[src/rtl/pwm_gen_pkg.sv]
package pwm_gen_pkg;
   // register byte addresses
   localparam logic [7:0] OFS_MASTER_DUTY = 8'h00;
   localparam logic [7:0] OFS_LOCK_KEY = 8'h04;
   localparam logic [7:0] OFS_GEN_CONTROL = 8'h08;
   localparam logic [7:0] OFS_GEN_DUTY = 8'h0C;
   localparam logic [7:0] OFS_MASTER_PERIOD = 8'h10;
   localparam logic [7:0] OFS_PHASE = 8'h14;
   localparam logic [7:0] OFS_SECONDARY_DUTY = 8'h18;
   localparam logic [7:0] OFS_DEADTIME = 8'h1C;
   localparam logic [7:0] OFS_OUTPUT_CONTROL = 8'h20;
   localparam logic [7:0] OFS_RUN_CONTROL = 8'h24;
   // generator_control field positions
   localparam int BIT_FLT_PEND = 15;
   localparam int BIT_CL_PEND = 14;
   localparam int BIT_TRG_PEND = 13;
   localparam int BIT_FLT_IEN = 12;
   localparam int BIT_CL_IEN = 11;
   localparam int BIT_TRG_IEN = 10;
   localparam int BIT_LOCAL_PER = 9;
   localparam int BIT_SHARED_DUTY = 8;
   localparam int BIT_DTC_HI = 7;
   localparam int BIT_DTC_LO = 6;
   localparam int BIT_TB_SRC = 3;
   localparam int BIT_CENTER = 2;
   localparam int BIT_EXT_RESET = 1;
   localparam int BIT_IMMEDIATE = 0;
   localparam logic [15:0] CTRL_WMASK = 16'h1FCF;
   // reset values
   localparam logic [15:0] RST_ZERO = 16'h0000;
   localparam logic [15:0] RST_PERIOD = 16'hFFF8;
   // pulse width limits and center-align granularity
   localparam logic [15:0] MIN_PULSE = 16'h0008;
   localparam logic [15:0] CENTER_MASK = 16'hFFF8;
   localparam logic [15:0] STEP_ONE = 16'h0001;
   // resolution coarsening band near 0 % and 100 %
   localparam int CLK_PERIOD_NS = 10;
   localparam int EDGE_BAND_NS = 40;
   localparam int EDGE_BAND_CYC = EDGE_BAND_NS / CLK_PERIOD_NS;
   localparam logic [15:0] EDGE_BAND = 16'(EDGE_BAND_CYC);
   localparam logic [15:0] COARSE_MASK_1 = 16'hFFFE;
   localparam logic [15:0] COARSE_MASK_3 = 16'hFFFC;
   // unlock key sequence defaults
   localparam logic [15:0] KEY_FIRST = 16'h1234;
   localparam logic [15:0] KEY_SECOND = 16'hEDCB;

   typedef enum logic [1:0] {
      OUT_COMPLEMENTARY = 2'h0,
      OUT_REDUNDANT = 2'h1,
      OUT_PUSH_PULL = 2'h2,
      OUT_INDEPENDENT = 2'h3
   } out_mode_e;

   typedef enum logic [1:0] {
      DT_POSITIVE = 2'h0,
      DT_NEGATIVE = 2'h1,
      DT_DISABLED = 2'h2,
      DT_RESERVED = 2'h3
   } deadtime_e;

   typedef enum logic [1:0] {
      KEY_LOCKED = 2'b00,
      KEY_HALF = 2'b01,
      KEY_OPEN = 2'b11
   } key_state_e;

   // active copies that only change at a cycle boundary, at once, or while the module is stopped
   typedef struct packed {
      logic [15:0] duty;
      logic [15:0] sec_duty;
      logic [15:0] phase;
      logic [13:0] deadtime;
   } active_s;

   typedef struct packed {
      logic high_side_output;
      logic low_side_output;
   } pwm_out_s;
endpackage

[src/rtl/pwm_generator_control_duty.sv]
`timescale 1ns/1ps
module pwm_generator_control_duty
   import pwm_gen_pkg::*;
#(
   parameter logic [15:0] KEY_A = KEY_FIRST,
   parameter logic [15:0] KEY_B = KEY_SECOND
) (
   input wire logic hclk,
   input wire logic hresetn,
   input wire logic hsel,
   input wire logic [31:0] haddr,
   input wire logic [1:0] htrans,
   input wire logic hwrite,
   input wire logic [2:0] hsize,
   input wire logic [31:0] hwdata,
   input wire logic hready,
   output logic [31:0] hrdata,
   output logic hreadyout,
   output logic hresp,
   input wire logic fault_event,
   input wire logic current_limit_event,
   input wire logic current_limit_mode,
   input wire logic primary_sync,
   input wire logic secondary_sync,
   input wire logic secondary_available,
   output pwm_out_s pwm_out,
   output logic trigger_event,
   output logic irq_request
);

   // bus phase capture
   logic wr_pend;
   logic [7:0] wr_addr;
   logic [15:0] master_duty_value;
   logic [15:0] lock_key_value;
   logic [15:0] generator_control;
   logic [15:0] generator_duty_value;
   logic [15:0] master_period_value;
   logic [15:0] phase_offset_value;
   logic [15:0] secondary_duty_value;
   logic [13:0] deadtime_value;
   logic [1:0] output_control;
   logic module_run_enable;
   key_state_e key_state;
   active_s act;
   logic [15:0] tb_count;
   logic [15:0] period;
   logic cycle_end;
   logic tb_sync;
   logic raw_high;
   logic raw_low;
   logic [13:0] dt_count;
   logic prev_raw;

   function automatic logic [15:0] clamp_duty(input logic [15:0] d, input logic [15:0] p);
      logic [15:0] hi;
      hi = p - MIN_PULSE;
      if (d < MIN_PULSE) begin
         clamp_duty = MIN_PULSE;
      end else if (d > hi) begin
         clamp_duty = hi;
      end else begin
         clamp_duty = d;
      end
   endfunction

   function automatic logic [15:0] coarsen(input logic [15:0] d, input logic [15:0] p,
                                           input logic independent);
      logic near;
      near = (d < MIN_PULSE + EDGE_BAND) || (d > p - MIN_PULSE - EDGE_BAND);
      if (!near) begin
         coarsen = d;
      end else if (independent) begin
         coarsen = d & COARSE_MASK_1;
      end else begin
         coarsen = d & COARSE_MASK_3;
      end
   endfunction

   logic bus_take;
   logic [15:0] wdata;
   logic unlocked;
   logic center_mode;
   logic local_mode;
   assign bus_take = hsel && hready && htrans[1];
   assign wdata = hwdata[15:0];
   assign unlocked = (key_state == KEY_OPEN);
   assign local_mode = generator_control[BIT_LOCAL_PER];
   assign center_mode = local_mode && generator_control[BIT_CENTER];
   assign hreadyout = 1'b1;
   assign hresp = 1'b0;

   // address phase latch; slave is always zero wait state
   always_ff @(posedge hclk or negedge hresetn) begin
      if (!hresetn) begin
         wr_pend <= 1'b0;
         wr_addr <= 8'h00;
      end else begin
         wr_pend <= bus_take && hwrite;
         if (bus_take) begin
            wr_addr <= haddr[7:0];
         end
      end
   end

   logic wr_ctrl;
   assign wr_ctrl = wr_pend && (wr_addr == OFS_GEN_CONTROL) && unlocked;

   // unlock sequence, one protected write consumes it
   always_ff @(posedge hclk or negedge hresetn) begin
      if (!hresetn) begin
         key_state <= KEY_LOCKED;
      end else if (wr_pend && wr_addr == OFS_LOCK_KEY) begin
         if (wdata == KEY_A) begin
            key_state <= KEY_HALF;
         end else if (key_state == KEY_HALF && wdata == KEY_B) begin
            key_state <= KEY_OPEN;
         end else begin
            key_state <= KEY_LOCKED;
         end
      end else if (wr_ctrl) begin
         key_state <= KEY_LOCKED;
      end
   end

   // plain read/write registers
   always_ff @(posedge hclk or negedge hresetn) begin
      if (!hresetn) begin
         master_duty_value <= RST_ZERO;
         lock_key_value <= RST_ZERO;
         generator_duty_value <= RST_ZERO;
         master_period_value <= RST_PERIOD;
         phase_offset_value <= RST_ZERO;
         secondary_duty_value <= RST_ZERO;
         deadtime_value <= 14'h0000;
         output_control <= 2'h0;
         module_run_enable <= 1'b0;
      end else if (wr_pend) begin
         unique case (wr_addr)
            OFS_MASTER_DUTY: master_duty_value <= wdata;
            OFS_LOCK_KEY: lock_key_value <= wdata;
            OFS_GEN_DUTY: generator_duty_value <= wdata;
            OFS_MASTER_PERIOD: master_period_value <= wdata;
            OFS_PHASE: phase_offset_value <= wdata;
            OFS_SECONDARY_DUTY: secondary_duty_value <= wdata;
            OFS_DEADTIME: deadtime_value <= wdata[13:0];
            OFS_OUTPUT_CONTROL: output_control <= wdata[1:0];
            OFS_RUN_CONTROL: module_run_enable <= wdata[15];
            default: ;
         endcase
      end
   end

   // control register: writing an enable low clears its hardware status flag even against a same-cycle event
   always_ff @(posedge hclk or negedge hresetn) begin
      if (!hresetn) begin
         generator_control <= RST_ZERO;
      end else begin
         if (wr_ctrl) begin
            generator_control[12:0] <= wdata[12:0] & CTRL_WMASK[12:0];
         end
         // writing an enable low clears its flag, even if an event arrives now
         if (fault_event && (wr_ctrl ? wdata[BIT_FLT_IEN] : generator_control[BIT_FLT_IEN]))
            generator_control[BIT_FLT_PEND] <= 1'b1;
         else if (wr_ctrl && !wdata[BIT_FLT_IEN])
            generator_control[BIT_FLT_PEND] <= 1'b0;
         if (current_limit_event && (wr_ctrl ? wdata[BIT_CL_IEN] : generator_control[BIT_CL_IEN]))
            generator_control[BIT_CL_PEND] <= 1'b1;
         else if (wr_ctrl && !wdata[BIT_CL_IEN])
            generator_control[BIT_CL_PEND] <= 1'b0;
         if (trigger_event && (wr_ctrl ? wdata[BIT_TRG_IEN] : generator_control[BIT_TRG_IEN]))
            generator_control[BIT_TRG_PEND] <= 1'b1;
         else if (wr_ctrl && !wdata[BIT_TRG_IEN])
            generator_control[BIT_TRG_PEND] <= 1'b0;
      end
   end

   // the interrupt controller flag is cleared separately by software
   assign irq_request = |generator_control[15:13];

   // read mux, data held stable for the data phase
   always_ff @(posedge hclk or negedge hresetn) begin
      if (!hresetn) begin
         hrdata <= 32'h0000_0000;
      end else if (bus_take && !hwrite) begin
         unique case (haddr[7:0])
            OFS_MASTER_DUTY: hrdata <= {16'h0000, master_duty_value};
            OFS_LOCK_KEY: hrdata <= {16'h0000, lock_key_value};
            OFS_GEN_CONTROL: hrdata <= {16'h0000, generator_control};
            OFS_GEN_DUTY: hrdata <= {16'h0000, generator_duty_value};
            OFS_MASTER_PERIOD: hrdata <= {16'h0000, master_period_value};
            OFS_PHASE: hrdata <= {16'h0000, phase_offset_value};
            OFS_SECONDARY_DUTY: hrdata <= {16'h0000, secondary_duty_value};
            OFS_DEADTIME: hrdata <= {18'h00000, deadtime_value};
            OFS_OUTPUT_CONTROL: hrdata <= {30'h0000_0000, output_control};
            OFS_RUN_CONTROL: hrdata <= {16'h0000, module_run_enable, 15'h0000};
            default: hrdata <= 32'h0000_0000;
         endcase
      end
   end

   // period and sync source selection
   always_comb begin
      period = local_mode ? act.phase : master_period_value;
      if (generator_control[BIT_TB_SRC] && secondary_available) begin
         tb_sync = secondary_sync;
      end else begin
         tb_sync = primary_sync;
      end
   end

   logic ext_restart;
   assign ext_restart = generator_control[BIT_EXT_RESET] && local_mode
                        && !current_limit_mode && current_limit_event;
   assign cycle_end = module_run_enable && (ext_restart || (local_mode ?
                      (tb_count >= period) : tb_sync));

   // time base counter; master mode restarts on the chosen master sync
   always_ff @(posedge hclk or negedge hresetn) begin
      if (!hresetn) begin
         tb_count <= RST_ZERO;
      end else if (!module_run_enable || cycle_end) begin
         tb_count <= RST_ZERO;
      end else if (center_mode) begin
         tb_count <= tb_count + (STEP_ONE << 3);
      end else begin
         tb_count <= tb_count + STEP_ONE;
      end
   end

   assign trigger_event = cycle_end;

   // active copies: immediate, at cycle boundary, or continuously while stopped
   logic [15:0] duty_src;
   logic [15:0] lsb_mask;
   assign duty_src = generator_control[BIT_SHARED_DUTY] ? master_duty_value
                                                        : generator_duty_value;
   assign lsb_mask = center_mode ? CENTER_MASK : 16'hFFFF;

   always_ff @(posedge hclk or negedge hresetn) begin
      if (!hresetn) begin
         act <= '0;
      end else if (generator_control[BIT_IMMEDIATE] || cycle_end || !module_run_enable) begin
         act.duty <= duty_src & lsb_mask;
         act.sec_duty <= (generator_control[BIT_SHARED_DUTY] ? master_duty_value
                          : secondary_duty_value) & lsb_mask;
         act.phase <= phase_offset_value;
         act.deadtime <= deadtime_value & lsb_mask[13:0];
      end
   end

   // compare stage with clamp and coarsening
   logic indep;
   logic [15:0] eff_duty;
   logic [15:0] eff_sec;
   assign indep = (output_control == OUT_INDEPENDENT);
   assign eff_duty = coarsen(clamp_duty(act.duty, period), period, indep);
   assign eff_sec = coarsen(clamp_duty(act.sec_duty, period), period, indep);
   assign raw_high = module_run_enable && (tb_count < eff_duty);
   assign raw_low = module_run_enable && (tb_count < eff_sec);

   // dead-time counter restarts on every edge of the raw waveform
   always_ff @(posedge hclk or negedge hresetn) begin
      if (!hresetn) begin
         dt_count <= 14'h0000;
         prev_raw <= 1'b0;
      end else begin
         prev_raw <= raw_high;
         if (raw_high != prev_raw) begin
            dt_count <= 14'h0000;
         end else if (dt_count != 14'h3FFF) begin
            dt_count <= dt_count + 14'h0001;
         end
      end
   end

   // output stage; registered so the pins never glitch
   logic dt_done;
   logic next_high;
   logic next_low;
   // zero dead time must not eat a cycle at every raw edge
   assign dt_done = (raw_high != prev_raw) ? (act.deadtime == 14'h0000)
                    : (({1'b0, dt_count} + 15'h0001) >= {1'b0, act.deadtime});
   always_comb begin
      next_high = raw_high;
      next_low = !raw_high;
      unique case (output_control)
         OUT_COMPLEMENTARY: begin
            unique case (deadtime_e'(generator_control[BIT_DTC_HI:BIT_DTC_LO]))
               DT_POSITIVE: begin
                  next_high = raw_high && dt_done;
                  next_low = !raw_high && dt_done;
               end
               DT_NEGATIVE: begin
                  next_high = raw_high || !dt_done;
                  next_low = !raw_high || !dt_done;
               end
               default: ; // disabled; reserved treated as disabled
            endcase
         end
         OUT_REDUNDANT: next_low = raw_high;
         OUT_PUSH_PULL: next_low = raw_high && tb_count[0];
         default: next_low = raw_low; // independent: own duty on low side
      endcase
      if (!module_run_enable) begin
         next_high = 1'b0;
         next_low = 1'b0;
      end
   end

   always_ff @(posedge hclk or negedge hresetn) begin
      if (!hresetn) begin
         pwm_out <= '0;
      end else begin
         pwm_out.high_side_output <= next_high;
         pwm_out.low_side_output <= next_low;
      end
   end

   AST_FLT_CLEAR: assert property (@(posedge hclk) disable iff (!hresetn)
      wr_ctrl && !wdata[BIT_FLT_IEN] && !fault_event |=> !generator_control[BIT_FLT_PEND])
      else $error("fault flag not cleared");
   AST_CL_CLEAR: assert property (@(posedge hclk) disable iff (!hresetn)
      wr_ctrl && !wdata[BIT_CL_IEN] && !current_limit_event |=> !generator_control[BIT_CL_PEND])
      else $error("current-limit flag not cleared");
   AST_TRG_SET: assert property (@(posedge hclk) disable iff (!hresetn)
      trigger_event && generator_control[BIT_TRG_IEN] && !wr_ctrl
      |=> generator_control[BIT_TRG_PEND] && irq_request)
      else $error("trigger flag not set");
   AST_PERIOD_SEL: assert property (@(posedge hclk) disable iff (!hresetn)
      !local_mode |-> period == master_period_value)
      else $error("wrong period source");
   AST_CENTER_STEP: assert property (@(posedge hclk) disable iff (!hresetn)
      center_mode && module_run_enable && !cycle_end ##1 center_mode
      |-> tb_count[2:0] == $past(tb_count[2:0]))
      else $error("center mode low bits moved");
   AST_MIN_PULSE: assert property (@(posedge hclk) disable iff (!hresetn)
      period >= 16'h0020 |-> eff_duty >= (MIN_PULSE & 16'hFFFC))
      else $error("pulse below minimum");
   AST_LATCH_HOLD: assert property (@(posedge hclk) disable iff (!hresetn)
      module_run_enable && !generator_control[BIT_IMMEDIATE] && !cycle_end
      |=> act.phase == $past(act.phase))
      else $error("active copy changed mid cycle");
   AST_RUN_OFF: assert property (@(posedge hclk) disable iff (!hresetn)
      !module_run_enable ##1 !module_run_enable |-> pwm_out == '0)
      else $error("output active while stopped");
   AST_KEY_LOCK: assert property (@(posedge hclk) disable iff (!hresetn)
      wr_pend && wr_addr == OFS_GEN_CONTROL && !unlocked
      |=> generator_control[12:0] == $past(generator_control[12:0]))
      else $error("locked control register changed");
   COV_TRG: cover property (@(posedge hclk) disable iff (!hresetn)
      generator_control[BIT_TRG_PEND] ##[1:20] !generator_control[BIT_TRG_PEND]);
   COV_CENTER: cover property (@(posedge hclk) disable iff (!hresetn)
      center_mode && cycle_end);
   COV_EXT: cover property (@(posedge hclk) disable iff (!hresetn) ext_restart);
   COV_INDEP: cover property (@(posedge hclk) disable iff (!hresetn)
      indep && pwm_out.low_side_output);

endmodule // pwm_generator_control_duty

[config.mk]
export PLATFORM = sky130hd
export DESIGN_NAME = pwm_generator_control_duty
export DESIGN_NICKNAME = d
export VERILOG_FILES = /design/src/rtl/pwm_gen_pkg.sv /design/src/rtl/pwm_generator_control_duty.sv
export SDC_FILE = /design/constraint.sdc
export NUM_CORES = 1
export LEC_CHECK = 0
export BUFFER_PORTS_ARGS = -buffer_cell sky130_fd_sc_hd__buf_2
export CAP_MARGIN = 20
export CORE_ASPECT_RATIO = 0.8
export CORE_MARGIN = 2
export CORE_UTILIZATION = 45
export DETAILED_ROUTE_END_ITERATION = 12
export GPL_ROUTABILITY_DRIVEN = 0
export PLACE_DENSITY = 0.7
export SLEW_MARGIN = 40
export SYNTH_ARGS = -nofsm -noshare
export SYNTH_HDL_FRONTEND = slang
export SYNTH_SLANG_ARGS = --single-unit
[constraint.sdc]
create_clock -name hclk -period 9.05 [get_ports hclk]
set_input_delay 1.3575 -clock hclk [delete_from_list [all_inputs] [get_ports hclk]]
set_output_delay 1.3575 -clock hclk [all_outputs]
set_load 0.05 [all_outputs]
* Word-level counts from Yosys, hierarchy flattened
Cells that the tools add are included.
** Storage, ports and cells
- Register bits after elaboration :: 265
- Latch bits :: 0
- RAM bits :: 0
- Bits in read-only memories :: 0
- Input bits :: 80
- Output and inout bits :: 38
- Logic and storage cells :: 175
- Memories :: 0
** Operators by class
- $add $sub $neg :: 6
- Multipliers :: 0
- Div/mod/pow operators :: 0
- Order comparisons :: 12
- Equal/unequal tests :: 28
- Shift operators :: 0
- Muxes and demuxes :: 39
- Bitwise operators :: 3
- Reduce and logical (&&, ||, !) cells :: 61
** Operators by type and width (count)
- 16-bit one-hot mux with 10 select lines :: 1
- 16-bit 2-to-1 mux :: 9
- 8-bit by 5-bit equality test with 1-bit output (second input constant) :: 8
- 16-bit greater-than comparator :: 4
- 16-bit by 4-bit < comparator with 1-bit output (second input constant) :: 4
- 16-bit bitwise AND :: 2
- 8-bit by 4-bit equality test with 1-bit output (second input constant) :: 4
- 8-bit by 6-bit equality test with 1-bit output (second input constant) :: 4
- 16-bit < comparator :: 2
- 14-bit 2-to-1 mux :: 2
- 1-bit logical AND :: 25
- 2-bit AND reduction :: 9
- 16-bit by 1-bit adder with 16-bit output (second input constant) :: 1
- 16-bit by 4-bit adder with 16-bit output (second input constant) :: 1
- 16-bit by 13-bit equality test with 1-bit output (second input constant) :: 1
- 16-bit equality test (second input constant) :: 1
- 8-bit by 3-bit equality test with 1-bit output (second input constant) :: 2
- 16-bit >= comparator :: 1
- 8-bit logical NOT :: 2
- 2-bit 2-to-1 mux :: 8
- 16-bit by 3-bit subtractor with 16-bit output (second input constant) :: 1
- 16-bit by 4-bit subtractor with 16-bit output (second input constant) :: 1
- 14-bit by 1-bit adder with 15-bit output (second input constant) :: 1
- 15-bit by 14-bit >= comparator with 1-bit output :: 1
- 16 further kinds :: 54

* Depth between registers and ports, before layout
- Word-level depth :: 17
- Depth in mapped cells :: 40
- Depth with buffers taken out :: 35

* Least setup slack after synthesis
Ideal clock, no wire load.
- Path type :: reg2reg
- Start point :: register generator_control[9]
- End point :: register pwm_out[0] in the netlist's numbering
- Library setup time :: 99 ps
- Arrival time :: 8264 ps
- Data required time :: 8951 ps
- Slack :: 686 ps
- Cell stages (with the launch flop) :: 41
- Buffers on the path :: 5
- Clock period less this slack :: 8364 ps
- Cells stage by stage :: dfrtp_1 > buf_1 > clkbuf_1 > clkbuf_1 > mux2i_1 > ha_1 > nand3_1 > xor2_1 > inv_1 > ha_1 > a211oi_1 > o41ai_1 > a31o_2 > maj3_1 > a2111oi_0 > nor3_1 > o2111ai_1 > and3_1 > [... 5 more ...] > nor2b_1 > o21a_1 > o21a_1 > o21ai_0 > nand2b_1 > a21oi_1 > o21ai_0 > a21o_1 > a21oi_1 > nand2_1 > a211o_1 > ha_1 > a21o_1 > a211oi_1 > o21ai_0 > a21oi_1 > o21ai_0 > a311oi_1
** On the way
- Longest elaborated chain between the ends :: 17
- Elaborated cells on any way between the ends :: 33
- Classes of those cells :: 2 x add/sub; 8 x order compare; 1 x eq/ne; 13 x mux; 9 x reduce/logical
** Ends and longest elaborated chain
- start, declared :: RTL line pwm_generator_control_duty.sv:36 : logic [15:0] generator_control;
- start signal, assigned :: RTL line pwm_generator_control_duty.sv:160 : generator_control[12:0] <= wdata[12:0] & CTRL_WMASK[12:0];
- 16-bit 2-to-1 mux * :: RTL line pwm_generator_control_duty.sv:204 : period = local_mode ? act.phase : master_period_value;
- 16-bit by 4-bit subtractor with 16-bit output * :: RTL line pwm_generator_control_duty.sv:57, pwm_generator_control_duty.sv:70
- 16-bit greater-than comparator :: RTL line pwm_generator_control_duty.sv:60 : end else if (d > hi) begin
- 16-bit 2-to-1 mux :: RTL line pwm_generator_control_duty.sv:60
- 16-bit 2-to-1 mux :: RTL line pwm_generator_control_duty.sv:58 : if (d < MIN_PULSE) begin
- 16-bit by 4-bit < comparator with 1-bit output or 16-bit greater-than comparator (tied branches) :: RTL line pwm_generator_control_duty.sv:70 : near = (d < MIN_PULSE + EDGE_BAND) || (d > p - MIN_PULSE - EDGE_BAND);
- 1-bit logical OR :: RTL line pwm_generator_control_duty.sv:70
- 2-bit 2-to-1 mux :: RTL line pwm_generator_control_duty.sv:71 : if (!near) begin
- [... 2 more ...]
- 1-bit inequality test :: RTL line pwm_generator_control_duty.sv:282 : assign dt_done = (raw_high != prev_raw) ? (act.deadtime == 14'h0000)
- 1-bit 2-to-1 mux :: RTL line pwm_generator_control_duty.sv:282
- 1-bit logical NOT :: RTL line pwm_generator_control_duty.sv:296 : next_low = !raw_high || !dt_done;
- 1-bit logical OR :: RTL line pwm_generator_control_duty.sv:296
- 1-bit one-hot mux with 2 select lines :: RTL line pwm_generator_control_duty.sv:289 : unique case (deadtime_e'(generator_control[BIT_DTC_HI:BIT_DTC_LO]))
- 1-bit one-hot mux with 3 select lines * :: RTL line pwm_generator_control_duty.sv:287 : unique case (output_control)
- 1-bit 2-to-1 mux * :: RTL line pwm_generator_control_duty.sv:305 : if (!module_run_enable) begin
- named net next_low :: RTL line pwm_generator_control_duty.sv:280 : logic next_low;
- end, declared :: RTL line pwm_generator_control_duty.sv:26 : output pwm_out_s pwm_out,
Mark *: on every way through the listed nets, which the timed path passes. The rest lies on a longest branch.
A chain may end at the register's enable or synchronous reset.

* Final worst setup path
Same ends and word-level chain as after synthesis.

==> impl_summary.txt <==
----------------------------------------------------
[Cells and area]
  Number of antenna diodes ... 0
  Most common library cell in the layout ignoring fill and taps ... sky130_fd_sc_hd__dfrtp_1
  Number of nets in the finished design ... 1,773
  Fill cell count ... 3,037
  Final std cell area, no fill ... between 15,000 and 20,000 µm²
  Fraction of final layout cells with drive strength greater than 1 ... a little over a fifth
  Area growth from synthesis to layout ... 10.9%
  Area taken by flip-flops and latches ... 6250 µm²
  Multi-input gate area ... 8820 µm²
  Commonest cells after routing, fill and taps aside ... sky130_fd_sc_hd__dfrtp_1 (234), sky130_fd_sc_hd__mux2_2 (166), sky130_fd_sc_hd__ha_1 (123)

[Clocking]
  CTS H-tree depth ... 1
  Number of buffers on the longest clock path ... 3
  Cell at the root of the clock tree ... sky130_fd_sc_hd__clkbuf_16
  Inserted Clock Buffers ... 26
  Clock tree from TritonCTS ... yes
  Setup Fix Bufs, Post-CTS ... 0
  Clk_lat worst skew ... between 500 and 600 ps
  Reg clk slew, reported paths ... 70 ps
  CTS sink cnt ... 249

[Detailed routing]
  DR pass1 iterations ... 6
  Routed len/inst ... 22.1 µm
  Overall routed net length ... 45.4 mm
  Iteration-0 DRC count of the detailed router ... 1,268
  Routed vias ... between 10k and 15k
  Count of antenna-violating nets left after detailed routing ... 0
  Number of vias per cell ... 5.99
  Number of remaining DRC errors ... 0

[Worst setup path]
  Levels on crit path ... 34
  Reg-to-reg slack, setup ... 490 ps
  Family with the most delay on the worst path ... compound AO/OA/AOI/OAI gates
  CP Launch Point ... generator_control[9]$_DFFE_PN0P_
  Sort of element at the start of the critical path ... register
  Worst setup EP type ... register
  Count of buffer and inverter cells on the critical path ... 3
  Worst path max stage delay ... around 550 ps
  Endpoint of the worst setup timing path ... pwm_out[0]$_DFF_PN0_
  Startpoint of the most critical register-to-register path ... generator_control[9]$_DFFE_PN0P_
  WS Path Type ... register to register
  Worst reg2reg path endpoint ... pwm_out[0]$_DFF_PN0_
  Maximum fanout encountered on the critical timing path ... 13
  Arrival time at the worst endpoint ... 9000 ps
  Slowest library cell on the worst path ... sky130_fd_sc_hd__dfrtp_2
  Required time reported for the critical path endpoint ... 9490 ps
  Logic depth of the worst register-to-register path ... 34

[Min path]
  Hold WC Path Type ... register to register

[Global routing]
  Vias in the first global route ... 11.9k
  Global-route wire length before repair ... around 70 mm
  All-layer global routing usage ... 25.4%
  Final global-route overflow total ... 0
  Antenna violations before repair ... 0
  Maximum number of pins on one net before global-route repair ... 83

[Yosys]
  Fraction of synthesis flops using an asynchronous set or reset pin ... 100%
  Synth Flop Type ... sky130_fd_sc_hd__dfrtp_1
  YS warnings ... 0
  Avg Cell Area, Syn ... 10.2 µm²
  Yosys top cell area share ... 37.8%
  Cell taking the most area after synthesis ... sky130_fd_sc_hd__dfrtp_1
  Number of synthesized flops with an enable pin ... 0
  Post-synth cell types ... 69
  Gate Count Post-Synth ... 1,526
  Post-Syn Area ... 15,600 µm²
  Synth top area cells ... sky130_fd_sc_hd__dfrtp_1 (38%), sky130_fd_sc_hd__mux2_2 (12%), sky130_fd_sc_hd__ha_1 (9.9%), sky130_fd_sc_hd__mux2i_1 (4.1%), sky130_fd_sc_hd__nand2_1 (2.6%)
  Flop and latch count out of synthesis ... roughly 250
  Sequential cell area fraction in the yosys report ... between 40 and 50%

[Floorplan]
  Number of rows in the core area ... 60
  IO Pins ... 118
  Chip width ... 212 µm
  Overall die area ... about 36,000 µm²
  Height of the die ... 171 µm
  Starting Density ... 46.1%
  Core box area ... 33,900 µm²

[STA]
  Final critical delay including setup and external delays ... roughly 8600 ps
  Final-layout setup total negative slack ... 0 ps
  Worst clock skew on the final layout ... 12.5 ps
  Portion of the clock cycle consumed by the worst path in the final layout ... 94.5%
  Maximum operating frequency ... 117 MHz
  Unrepaired setup endpoints after global routing ... no
  Final count of negative-setup-slack endpoints ... 0
  Max-slew violation total from the final report ... 0
  Worst rel slew slack ... ~40%
  Worst-Margin Slew ... around 900 ps
  Number of hold violations in the final report ... 0

[Placement]
  Detail Placement HPWL ... 33.3 mm
  Number of buffers inserted by port buffering ... 55
  Instance area at placement ... 16,500 µm²

[Flow run]
  Maximum Capacitance Violations ... 0

[Pwr]
  Reported leakage power ... 8.14 nW
  Worst supply voltage drop on vdd ... 0.159 mV
  Power per standard cell area ... 175 nW/µm²

[Outcome]
  Status ... completed

----------------------------------------------------
==> power by group <==
group | internal (mW) | switching (mW)
Clock | 0.601 | 0.468
Sequential | 1.18 | 0.0871
Combinational | 0.278 | 0.404
==> registers in the layout, summed over array words and instances, names as in the netlist <==
signal and cells:
dt_count 14, wr_addr 8, wr_pend 1, output_control 2, act 62, phase_offset_value 16, module_run_enable 1, key_state 2
master_period_value 16, prev_raw 1, pwm_out 2, generator_duty_value 16, master_duty_value 16, tb_count 16, hrdata 16, generator_control 14
lock_key_value 16, secondary_duty_value 16, deadtime_value 14
==> stage by stage <==
step	hold slack (ps)	power (mW)	std cells	worst slack [ps]	utilization (%)
after global routing	493	3.16	2054	56.3	51.1
after global placement	455	1.93	2003	654	48.3
after CTS	476	3.02	2054	485	51.1
after detailed placement	461	1.95	2007	534	48.6
after floorplan	449	1.74	1542	686	-
final	473	3.02	2054	495	51.1
==> cell usage after synthesis (all sizes together), types with 20 or more instances <==
| cell | number |
|---|---|
| a21oi | 61 |
| inv | 74 |
| dfrtp | 236 |
| nor2 | 89 |
| nor3 | 23 |
| ha | 123 |
| nand2 | 110 |
| xnor2 | 33 |
| buf | 24 |
| mux2 | 166 |
| nand3 | 39 |
| clkbuf | 58 |
| xor2 | 21 |
| a21o | 35 |
| a222oi | 20 |
| mux2i | 64 |
| or2 | 24 |
| nand4 | 23 |
| o21ai | 71 |
==> logic make-up after synthesis <==
group / after synthesis / synth area share, %
xor gates and xnor gates: 56 / 3.38
DFF: 249 / 40.0
AOI/OAI and AO/OA: 296 / 12.9
muxes: 230 / 16.1
and+or+nand+nor: 413 / 13.4
buffers and inverters: 156 / 4.21
other: 2 / 0.0481
adders and majority gates: 124 / 9.92
==> final cells by class <==
type,instances,area share [%]
multi-input cells,1137,51.0
flip-flops and latches,249,36.1
clock buffers,38,4.32
well taps,465,3.36
repair buffers,82,3.12
inverters,74,1.61
clock inverters,9,0.470
==> worst min-delay path by stage <==
stage,slack [ps],cells past startpoint,endpoint,start
detailed placement,460,1,hrdata[4]$_DFFE_PN0P_,hrdata[4]$_DFFE_PN0P_
global route,490,1,hrdata[4]$_DFFE_PN0P_,hrdata[4]$_DFFE_PN0P_
CTS,480,1,hrdata[4]$_DFFE_PN0P_,hrdata[4]$_DFFE_PN0P_
global placement,450,1,hrdata[4]$_DFFE_PN0P_,hrdata[4]$_DFFE_PN0P_
finish,470,1,hrdata[4]$_DFFE_PN0P_,hrdata[4]$_DFFE_PN0P_
floorplan,450,2,act[46]$_DFFE_PN0P_,act[46]$_DFFE_PN0P_
==> repair_timing <==
item	in CTS	in global routing
resized for setup	0	2
endpoints found under the hold margin	0	0
endpoints found under the setup margin	0	16
hold buffers	0	0
==> routing by layer <==
metal  track usage (%)  part of all wire, %
met5                 0                    0
met4              7.97                  2.8
met3              7.23                  9.7
met2              36.8                   43
met1              36.5                   45
Note: power is estimated with default switching activity, not from simulation.
